### config.mk
export PLATFORM = sky130hd
export DESIGN_NAME = sirq_bank
export DESIGN_NICKNAME = d
export VERILOG_FILES = /design/src/hdl/sirq_pkg.sv /design/src/hdl/sirq_bank.sv
export VERILOG_INCLUDE_DIRS = /design/src /design/src/hdl
export SDC_FILE = /design/constraint.sdc
export NUM_CORES = 1
export LEC_CHECK = 0
export ABC_AREA = 0
export ABC_CLOCK_PERIOD_IN_PS = 1700
export BUFFER_PORTS_ARGS = -buffer_cell sky130_fd_sc_hd__buf_2
export CAP_MARGIN = 30
export CORE_MARGIN = 5
export CORE_UTILIZATION = 40
export CTS_CLUSTER_SIZE = 14
export DETAILED_ROUTE_END_ITERATION = 10
export PLACE_DENSITY = 0.76
export SYNTH_ARGS = -nofsm -noshare
export SYNTH_HDL_FRONTEND = slang
export SYNTH_SLANG_ARGS = --single-unit
### constraint.sdc
create_clock -name pclk -period 1.7 [get_ports pclk]
set_input_delay 0.085 -clock pclk [delete_from_list [all_inputs] [get_ports pclk]]
set_output_delay 0.085 -clock pclk [all_outputs]
set_load 0.1 [all_outputs]
### src/hdl/sirq_consts.svh
`ifndef SIRQ_CONSTS_SVH
`define SIRQ_CONSTS_SVH
// Byte offsets of the bank (printed offsets are not all multiples of four)
`define SIRQ_IDX_PART_HIGH 8'h30
`define SIRQ_IDX_PART_LOW 8'h31
`define SIRQ_IDX_CFG_STATE 8'h40
`define SIRQ_IDX_PIN_STATE 8'h41
`define SIRQ_IDX_IRQ_SUM 8'h42
`define SIRQ_IDX_BOOT_EN 8'h43
// Own control register: reset bits
`define SIRQ_IDX_RESET_CTL 8'h50
// Field positions
`define SIRQ_CONFIGURED_FLAG_BIT 7
`define SIRQ_OC_BIT 5
`define SIRQ_IC_BIT 4
`define SIRQ_LOOP_BIT 2
`define SIRQ_GIE_BIT 1
`define SIRQ_GIRQ_BIT 0
`define SIRQ_BOOT_BIT 7
`define SIRQ_SOFT_BIT 0
`define SIRQ_HARD_BIT 1
// Pin follow mode code
`define SIRQ_PIN_MODE_FOLLOW 4'h4
`define SIRQ_FOLLOW_BASE 8'h40
// Reset values
`define SIRQ_IRQ_SUM_RST 8'h00
`endif

### src/hdl/sirq_pkg.sv
package sirq_pkg;
  // Register bus phase
  typedef enum logic [1:0] {
    SIRQ_IDLE,
    SIRQ_ACCESS
  } sirq_phase_t;

  // State of the bank, apart from the pin enable flops
  typedef struct packed {
    sirq_phase_t phase;
    logic pready;
    logic [31:0] prdata;
    logic pslverr;
    logic configured;
    logic [1:0] host_strap;
    logic factory_strap;
    logic [2:0] boot_strap;
    logic [3:0] pin_prev;
    logic [3:0] pin_level;
    logic [3:0] change_flag;
    logic [3:0] change_en;
    logic gie;
    logic [2:0] summary;
    logic girq;
    logic boot_done;
    logic hard_rst;
    logic hard_prev;
    logic soft_rst;
    logic rst_seen;
    logic [3:0] pin_out;
  } sirq_state_t;
endpackage : sirq_pkg

### src/hdl/sirq_bank.sv
// Added by the designer: the APB register port.
`timescale 1ns/1ps
`include "sirq_consts.svh"
// Functional notes
// Part code split across bytes 30h, 31h
// Low nibble of 31h is silicon stepping
// Configured flag clears on resets, sets on writes
// Host resets before new script when configured
// Host port strap latched at reset release
// Factory strap latched at reset or hard release
// Boot image strap latched from pins 2..0
// Pin toggle sets its change flag
// Change flag clears only on write one; the code also clears it while hard reset is held and on the reset pin
// Change flag requests only when enabled
// Live pin levels in bits 3..0
// Summary bits follow their source registers
// Global enable low blocks summary sources
// Global flag from enabled summaries or pins
// Global flag reaches pins via follow mode
// Boot finished clears on reset, sets at end
// Host avoids polling during boot
// Boot image may route boot flag to pin
// Follow pin picks status bit at 40h+sel; the code drives the pin low when that is 41h
// Code 0100 gives non-inverted status output
// Writes to read-only bits are ignored
module sirq_bank #(
  parameter logic [7:0] PART_CODE_UPPER = 8'h5a, // Arbitrary value
  parameter logic [3:0] PART_CODE_LOWER = 4'h3, // Arbitrary value
  parameter logic [3:0] SILICON_STEPPING = 4'h0 // First revision
) (
  input wire logic pclk, // Bus clock
  input wire logic presetn, // Reset pin, active low
  input wire logic clk_en, // Freezes all state when low
  input wire logic psel, // APB select
  input wire logic penable, // APB enable
  input wire logic pwrite, // APB direction
  input wire logic [11:0] paddr, // APB byte address
  input wire logic [31:0] pwdata, // APB write data
  input wire logic [3:0] pstrb, // APB byte strobes
  output logic pready, // APB ready
  output logic [31:0] prdata, // APB read data
  output logic pslverr, // APB error on unmapped
  input wire logic [1:0] host_port_pins, // Interface select pins
  input wire logic [3:0] gp_pin_in, // Pin levels, pin 3 is factory
  input wire logic [7:0] output_irq_summary_reg, // Output summary
  input wire logic [7:0] input_irq_summary_reg, // Input summary
  input wire logic [7:0] loop_irq_summary_reg, // Loop summary
  input wire logic boot_done_in, // Boot controller finished pulse
  input wire logic boot_write, // Boot controller register write
  input wire logic [15:0] pin_follow_cfg, // Per pin: mode nibble
  input wire logic [31:0] pin_follow_sel, // Per pin: reg5, bit3
  output logic [3:0] gp_pin_out, // Followed status levels
  output logic [3:0] gp_pin_oe // High while pin follows
);
  ////////////////////////////////////////////////////////////////
  sirq_pkg::sirq_state_t s_q, s_d;
  logic [7:0] rd_byte;
  logic wr_acc;
  logic rd_acc;
  logic [7:0] wb;
  logic [3:0] w1c;

  // Byte address to register, returns the byte image
  function automatic logic [7:0] reg_image(
    input logic [7:0] a,
    input sirq_pkg::sirq_state_t s
  );
    logic [7:0] v;
    v = 8'h00;
    case (a)
      `SIRQ_IDX_PART_HIGH: v = PART_CODE_UPPER;
      `SIRQ_IDX_PART_LOW: v = {PART_CODE_LOWER, SILICON_STEPPING};
      `SIRQ_IDX_CFG_STATE:
        v = {s.configured, 1'b0, s.host_strap, s.factory_strap,
             s.boot_strap};
      `SIRQ_IDX_PIN_STATE: v = {s.change_flag, s.pin_level};
      `SIRQ_IDX_IRQ_SUM:
        v = {2'b00, s.summary[2], s.summary[1], 1'b0, s.summary[0],
             s.gie, s.girq};
      `SIRQ_IDX_BOOT_EN: v = {s.boot_done, 3'b000, s.change_en};
      `SIRQ_IDX_RESET_CTL: v = {6'h00, s.hard_rst, s.soft_rst};
      default: v = 8'h00;
    endcase
    return v;
  endfunction : reg_image

  // Address fits the map
  function automatic logic mapped(input logic [11:0] a);
    // Word address carries the register index in bits 9..2
    return (a[11:10] == 2'b00) && (a[1:0] == 2'b00) &&
      (a[9:2] == `SIRQ_IDX_PART_HIGH || a[9:2] == `SIRQ_IDX_PART_LOW ||
       a[9:2] == `SIRQ_IDX_CFG_STATE || a[9:2] == `SIRQ_IDX_PIN_STATE ||
       a[9:2] == `SIRQ_IDX_IRQ_SUM || a[9:2] == `SIRQ_IDX_BOOT_EN ||
       a[9:2] == `SIRQ_IDX_RESET_CTL);
  endfunction : mapped

  ////////////////////////////////////////////////////////////////
  // Byte index is word index; word address = 4 * index
  assign wr_acc = psel && penable && pwrite && !s_q.pready;
  assign rd_acc = psel && penable && !pwrite && !s_q.pready;
  assign wb = pstrb[0] ? pwdata[7:0] : 8'h00;

  // Next-state logic for the bank, apart from the pin enable flops
  always_comb
  begin
    logic [7:0] waddr;
    logic [3:0] toggles;
    logic [3:0] lvl;
    logic src;
    waddr = paddr[9:2];
    toggles = 4'h0;
    lvl = 4'h0;
    src = 1'b0;
    rd_byte = reg_image(waddr, s_q);
    w1c = 4'h0;
    s_d = s_q;
    s_d.pready = 1'b0;
    s_d.pslverr = 1'b0;
    // Slave answers one cycle into the access phase
    if (psel && penable && !s_q.pready)
    begin
      s_d.pready = 1'b1;
      s_d.pslverr = !mapped(paddr);
      s_d.prdata = (rd_acc && mapped(paddr)) ? {24'h0, rd_byte} : 32'h0;
    end
    // Self-clearing soft reset pulse
    s_d.soft_rst = 1'b0;
    // Live pins and edge detection
    s_d.pin_level = gp_pin_in;
    s_d.pin_prev = s_q.pin_level;
    toggles = s_q.pin_level ^ s_q.pin_prev;
    if (wr_acc && mapped(paddr) && pstrb[0])
    begin
      s_d.configured = 1'b1;
      case (waddr)
        `SIRQ_IDX_PIN_STATE: w1c = wb[7:4];
        `SIRQ_IDX_IRQ_SUM: s_d.gie = wb[`SIRQ_GIE_BIT];
        `SIRQ_IDX_BOOT_EN: s_d.change_en = wb[3:0];
        `SIRQ_IDX_RESET_CTL:
        begin
          s_d.hard_rst = wb[`SIRQ_HARD_BIT];
          s_d.soft_rst = wb[`SIRQ_SOFT_BIT];
        end
        default: s_d.configured = 1'b1; // Read-only bytes ignored
      endcase
    end
    if (boot_write)
      s_d.configured = 1'b1;
    // Toggle set wins over a same-cycle write-one clear
    s_d.change_flag = (s_q.change_flag & ~w1c) | toggles;
    // Summaries from source registers
    s_d.summary[2] = |output_irq_summary_reg;
    s_d.summary[1] = |input_irq_summary_reg;
    s_d.summary[0] = |loop_irq_summary_reg;
    // Global flag: gated summaries plus enabled pin flags
    s_d.girq = (s_q.gie && |s_q.summary) ||
               |(s_q.change_flag & s_q.change_en);
    if (boot_done_in)
      s_d.boot_done = 1'b1;
    // Straps caught once after reset release
    if (!s_q.rst_seen)
    begin
      s_d.rst_seen = 1'b1;
      s_d.host_strap = host_port_pins;
      s_d.factory_strap = gp_pin_in[3];
      s_d.boot_strap = gp_pin_in[2:0];
    end
    // Hard reset held: clear state; release recaptures pin straps
    s_d.hard_prev = s_q.hard_rst;
    if (s_q.hard_rst)
    begin
      s_d.configured = 1'b0;
      s_d.boot_done = 1'b0;
      s_d.change_flag = 4'h0;
      s_d.change_en = 4'h0;
      s_d.gie = 1'b0;
    end
    else if (s_q.hard_prev)
    begin
      s_d.factory_strap = gp_pin_in[3];
      s_d.boot_strap = gp_pin_in[2:0];
    end
    if (s_q.soft_rst)
      s_d.configured = 1'b0;
    // Status-follow pins
    for (int i = 0; i < 4; i++)
    begin
      logic [7:0] ra;
      logic [7:0] img;
      ra = `SIRQ_FOLLOW_BASE + {3'b000, pin_follow_sel[i*8+3 +: 5]};
      img = reg_image(ra, s_q);
      // Pin state byte cannot be followed; drives low instead
      src = (ra == `SIRQ_IDX_PIN_STATE) ? 1'b0 :
            img[pin_follow_sel[i*8 +: 3]];
      lvl[i] = src;
      s_d.pin_out[i] = (pin_follow_cfg[i*4 +: 4] ==
                        `SIRQ_PIN_MODE_FOLLOW) ? lvl[i] : 1'b0;
    end
    if (!clk_en)
      s_d = s_q;
  end

  // State register; reset pin clears everything
  always_ff @(posedge pclk or negedge presetn)
  begin
    if (!presetn)
      s_q <= '0;
    else
      s_q <= s_d;
  end

  ////////////////////////////////////////////////////////////////
  // Outputs straight from flops
  assign pready = s_q.pready;
  assign prdata = s_q.prdata;
  assign pslverr = s_q.pslverr;
  assign gp_pin_out = s_q.pin_out;

  // Enable registers the follow-mode decode of pin_follow_cfg to keep the output registered
  genvar g;
  generate
    for (g = 0; g < 4; g++)
    begin : g_oe
      logic oe_q;
      always_ff @(posedge pclk or negedge presetn)
      begin
        if (!presetn)
          oe_q <= 1'b0;
        else if (clk_en)
          oe_q <= (pin_follow_cfg[g*4 +: 4] == `SIRQ_PIN_MODE_FOLLOW);
      end
      assign gp_pin_oe[g] = oe_q;
    end
  endgenerate
endmodule : sirq_bank

==> results.yml, run 1 <==
status:
  outcome: "completed"
cells_and_area:
  multi_input_area_sq_um: 2439
  layout.nets: 707
  syn_to_final_growth_pct: 21.68
  final_common_cell: "buf_2"
  register_area_sq_um: 1284
  drive_above_1_share_pct: 36.93
  num-fill-cells: 939
  final_util_pct: 50.39
  finalNonFillerCells: 707
  layout_common_cells: "buf_2 (124), dfrtp_1 (47), buf_4 (36)"
  num_antenna_cells: 0
  finalInstanceArea_sq_um: 4971
global_routing:
  grt_overflow: 0
  grt_max_degree: 39
  antenna_found_initial: 0
  grt_pass1_vias: 4058
  grt_pass1_wl_mm: 20.90
  grtUsageTotal_pct: 20.62
setup_path:
  crit_fanout: 5
  criticalPathCategory: "reg -> reg"
  crit_path_end: "gp_pin_out[3]$_DFFE_PN0P_"
  rr_startpoint: "s_q[10]$_DFFE_PN0P_"
  arrival_ps: 1890
  reg2reg_depth: 5
  rrSetupSlack_ps: 5
  crit_required_ps: 1900
  cp-startpoint: "s_q[10]$_DFFE_PN0P_"
  start_kind: "flip-flop"
  timing.rr.end: "gp_pin_out[3]$_DFFE_PN0P_"
  cp-end-kind: "flip-flop"
clocking:
  cts_max_level: 2
  cts_root_buf: "clkbuf_8"
  cts_tree: "done"
  clk_latency_ps: 310
  clock_sinks: 51
  clkTransAtPathRegs_ps: 100
  cts-buffers-inserted: 5
  ctsLongestPathBuffers: 2
routing:
  first_pass_iters: 6
  ant_nets: 0
  wl_met2_mm: 6.309
  met3_length_mm: 1.532
  drt_iter0_drc: 273
  drt-vias-per-instance: 5.820
  drc_errors: 0
  top_layer: "met4"
  drt-met1-wl_mm: 4.960
  wl_per_cell_um: 18.55
  drt_wl_total_mm: 13.12
  vias: 4115
timing:
  slew_violations: 0
  setup_violations: 0
  finalCritPeriodShare_pct: 99.68
  hold_viol: 0
  slew_headroom_pct: 68.26
  fin_setup_tns_ps: 0
  layout_setup_ws_ps: 5.453
  period_needed_ps: 1695
  fmax_mhz: 590.1
  worst_pin_slew_ps: 464.1
  skew_ps: 10.69
  whs_ps: 9.728
  rsz0062_at_grt: "true"
yosys:
  yosysSeqAreaShare_pct: 31.24
  avgSynthCellArea_sq_um: 9.119
  synth-async-reset-ratio_pct: 100.0
  synth_area_sq_um: 4085
  synth-seq-cells: 51
  yosysTopAreaCellShare_pct: 31.24
  syn_inst: 448
  synth_edf_count: 0
  ys_warn_count: 0
  yosysUniqueCellTypes: 71
  synth_area_leader_cell: "dfrtp_1"
  synthFlopType: "dfrtp_1"
  synth.area.top_cells: "dfrtp_1 (31%), buf_4 (7.4%), mux2i_1 (6.4%)"
place:
  place_hpwl_mm: 10.09
  dp.cells: 696
  placed_area_sq_um: 4822
  gp_congestion: 0.9446
  place_ws_ps: -45.95
  portBuffers: 124
power_and_ir_drop:
  irDropWorstVdd_uv: 387.2
  p_leak_nw: 2.277
  power.density_nw_per_um2: 606.4
  total_power_mw: 3.014
floorplan:
  die_h_um: 111.1
  core_sq_um: 9864
  io_pins: 176
  die_w_um: 111.1
  num_rows: 36
  initial_utilization_pct: 41.41
  die_area_sq_um: 12330
job:
  maxCapViolations: 0
hold_path:
  hp-start: "host_port_pins[0]"
  hold_class: "in -> reg"
-- cells by family (layout without fill, tap and decap cells) --
logic type / Yosys count / after routing / share of synthesized area, %
xor gates and xnor gates: 4 / 4 / 0.8577
AOI/OAI and AO/OA: 119 / 119 / 21.62
DFF: 51 / 51 / 31.24
buffers and inverters: 85 / 188 / 11.91
muxes: 51 / 51 / 14.92
other: 1 / 24 / 0.09180
and+or+nand+nor: 137 / 137 / 19.36
-- critical path, stage by stage, from the launching register on --
cell       delay, ps
dfrtp_1          450
buf_4            190
mux4_2           470
o2111ai_2        180
o311a_1          220
o31ai_2           80
-- per-layer routing --
layer  GRT usage (%)  vias up
met5               0        -
met4           6.083        0
met3           5.622       30
met2           34.71      231
met1           25.91     1961
li1                -     1893
-- registers in the layout (all words and copies together), names as in the netlist --
register / count
g_oe.oe_q: 4
gp_pin_out: 4
prdata: 8
pready: 1
pslverr: 1
s_q: 33
-- worst min path at each step --
stage	cells past startpoint	slack, ps	end
finish	2	10	s_q[34]$_DFFE_PN0P_
global route	2	4	s_q[23]$_DFFE_PN0P_
CTS	2	5	s_q[34]$_DFFE_PN0P_
detailed placement	1	10	prdata[4]$_DFFE_PN0P_
global placement	1	10	prdata[4]$_DFFE_PN0P_
floorplan	0	-210	g_oe[0].oe_q$_DFFE_PN0P_
-- synth_stat cells (8+ instances only) --
| library cell | n |
|---|---|
| o211ai_1 | 13 |
| a22oi_1 | 8 |
| and3_1 | 8 |
| a21oi_1 | 16 |
| nor2_1 | 22 |
| dfrtp_1 | 51 |
| nand3b_1 | 8 |
| mux2i_1 | 26 |
| inv_1 | 17 |
| mux2_2 | 19 |
| o21ai_0 | 8 |
| nor3_1 | 12 |
| nor4_1 | 9 |
| nand2_1 | 24 |
| nand3_1 | 11 |
| clkbuf_1 | 18 |
| buf_4 | 40 |
| nor2b_1 | 8 |
-- timing repair --
| action | CTS | global route |
|---|---|---|
| buffers inserted | 0 | 1 |
| pin swaps | 1 | 4 |
| hold endpoints to repair | 14 | 0 |
| setup endpoints to repair | 1 | 8 |
| hold buffers | 2 | 0 |
| gates resized for setup | 0 | 12 |
-- layout make-up --
| class | instances | area share [%] |
|---|---|---|
| clock buffers | 5 | 1.384 |
| repair buffers | 163 | 18.73 |
| flip-flops and latches | 51 | 25.82 |
| multi-input cells | 335 | 49.06 |
| well taps | 133 | 3.348 |
| inverters | 17 | 1.284 |
| clock inverters | 3 | 0.3775 |
-- where the power goes --
| group | switching, mW | internal, mW |
|---|---|---|
| sequential | 0.0639 | 1.26 |
| combinational | 0.619 | 0.326 |
| clock | 0.454 | 0.292 |
| total | 1.14 | 1.88 |
Note: power is estimated with default switching activity, not from simulation.
==> run 2: changes to the inputs <==
Settings changed: RECOVER_POWER set to 50.
==> run 2 against run 1 <==
Design area is essentially flat; sequential power is essentially flat; first-iteration DRC count is the same; global-route usage is the same; wire length grew 0.26%; clock skew shrank 1.6 ps; sequential cell count is the same; combinational power is essentially flat; total power is essentially flat; clock power is essentially flat; sequential share of layout area is essentially flat; largest cell class unchanged; highest routed layer unchanged.
==> results.yml, run 2 (synthesis results as in run 1) <==
timing:
  fin_setup_tns_ps: 0
  fmax_mhz: 593.3
  rsz0062_at_grt: "true"
  finalCritPeriodShare_pct: 99.14
  worst_pin_slew_ps: 841.6
  hold_viol: 0
  period_needed_ps: 1685
  setup_violations: 0
  slew_headroom_pct: 43.90
  skew_ps: 9.078
  slew_violations: 0
clocking:
  cts-buffers-inserted: 5
  cts_max_level: 2
  ctsLongestPathBuffers: 2
  clock_sinks: 51
  clkTransAtPathRegs_ps: 100
  cts_tree: "done"
  cts_root_buf: "clkbuf_8"
  clk_latency_ps: 310
setup_path:
  start_kind: "flip-flop"
  arrival_ps: 1890
  worst_path_largest_cell_delay_ps: 470
  crit_fanout: 5
  criticalPathCategory: "reg -> reg"
  cp-end-kind: "flip-flop"
  crit_required_ps: 1900
  slowest_stage: "mux4_2"
  crit_chain: "buf_4 -> mux4_2 -> o2111ai_2 -> o311a_1 -> o31ai_2"
routing:
  vias: 4101
  drc_errors: 0
  first_pass_iters: 6
  drt_iter0_drc: 273
  wl_per_cell_um: 18.60
  ant_nets: 0
  drt_wl_total_mm: 13.15
  drt-vias-per-instance: 5.801
power_and_ir_drop:
  switching_share_pct: 37.66
  power_frac_clock_pct: 24.7
  combPwrFrac_pct: 31.4
  p_switching_mw: 1.134
  p_leak_nw: 2.274
  irDropWorstVdd_uv: 386.6
  p_seq_share_pct: 43.9
  power.density_nw_per_um2: 606.0
  p_int_mw: 1.877
cells_and_area:
  final_common_cell: "buf_2"
  num-fill-cells: 940
  final_util_pct: 50.38
  finalInstanceArea_sq_um: 4970
  num_antenna_cells: 0
  layout_common_cells: "buf_2 (123), dfrtp_1 (47), buf_4 (36)"
  largest_register_ffs: 33
  syn_to_final_growth_pct: 21.65
  drive_above_1_share_pct: 36.76
  layout.nets: 707
  finalNonFillerCells: 707
  largest_register: "s_q"
floorplan:
  io_pins: 176
  core_sq_um: 9864
  num_rows: 36
  die_w_um: 111.1
  die_area_sq_um: 12330
  die_h_um: 111.1
  initial_utilization_pct: 41.41
place:
  dp.cells: 696
  place_hpwl_mm: 10.09
  placed_area_sq_um: 4822
  gp_congestion: 0.9446
  portBuffers: 124
global_routing:
  gr-usage-met2_pct: 34.71
  grt_max_degree: 39
  grt_util_met1_pct: 25.91
  antenna_found_initial: 0
  grt_pass1_vias: 4058
  grtUsageTotal_pct: 20.62
  grt_overflow: 0
  grt_pass1_wl_mm: 20.90
  grt_busiest_layer: "met2"
  gr-usage-met3_pct: 5.622
hold_path:
  hold_class: "in -> reg"
status:
  outcome: "completed"
job:
  maxCapViolations: 0
run 2: cell count changes in the layout (fill, tap and decap cells not counted):
cell,previous run,this run
buf_2,124,123
clkbuf_1,0,1
run 2: critical path, delay by kind of cell, from the launching register on:
family / cells / cell delay, ps
muxes: 1 / 470
DFF: 1 / 440
AOI/OAI and AO/OA: 3 / 480
buffers and inverters: 1 / 190
run 2: power by group through the flow:
stage	Sequential, mW	Clock (mW)	Combinational, mW
6_report	1.32	0.743	0.945
5_1_grt	1.33	0.808	1.01
4_1_cts	1.32	0.760	0.930
3_5_place_dp	1.34	0	0.924
3_3_place_gp	1.34	0	0.903
2_1_floorplan	1.35	0	0.638
run 2: path summary, 6_finish.rpt:
kind,depth (start not counted),endpoint,startpoint,slack (ps)
max,5,gp_pin_out[3]$_DFFE_PN0P_,s_q[10]$_DFFE_PN0P_,10
min,2,s_q[34]$_DFFE_PN0P_,host_port_pins[0],10
max reg2reg,5,gp_pin_out[3]$_DFFE_PN0P_,s_q[10]$_DFFE_PN0P_,10
min reg2reg,1,g_oe[0].oe_q$_DFFE_PN0P_,g_oe[0].oe_q$_DFFE_PN0P_,490
max in group asynchronous,3,s_q[22]$_DFFE_PN0P_,presetn,610
min in group asynchronous,2,prdata[4]$_DFFE_PN0P_,presetn,380
run 2: layer usage:
| metal | share of wire, % | wire [um] |
|---|---|---|
| met1 | 39 | 5072 |
| met2 | 48 | 6327 |
| met3 | 11 | 1450 |
| met4 | 2.3 | 299 |
| met5 | 0 | 0 |
run 2: area by class of cell:
type / instances / area, sq um / area share [%]
clock inverters: 3 / 18.77 / 0.3776
clock buffers: 5 / 68.82 / 1.385
flip-flops and latches: 51 / 1284 / 25.83
multi-input cells: 335 / 2439 / 49.07
repair buffers: 163 / 929.6 / 18.71
well taps: 133 / 166.4 / 3.348
inverters: 17 / 63.81 / 1.284
run 2: repair_timing:
item                                   4_1_cts  5_1_grt
buffers inserted                             0        1
gates cloned                                 0        0
endpoints found under the hold margin       14        0
setup endpoints to repair                    1        8
hold buffers                                 2        0
resized for setup                            0       12
pin swaps                                    1        4
run 2: metrics by stage:
step                      power (mW)  setup WS, ps  hold slack, ps
after global placement         2.244        -38.63           12.10
after detailed placement       2.267        -45.95           11.85
after CTS                      3.009         4.048           4.502
after floorplan                1.986         23.50          -210.6
final                          3.012         14.55           9.660
after global routing           3.147        -27.67           3.584
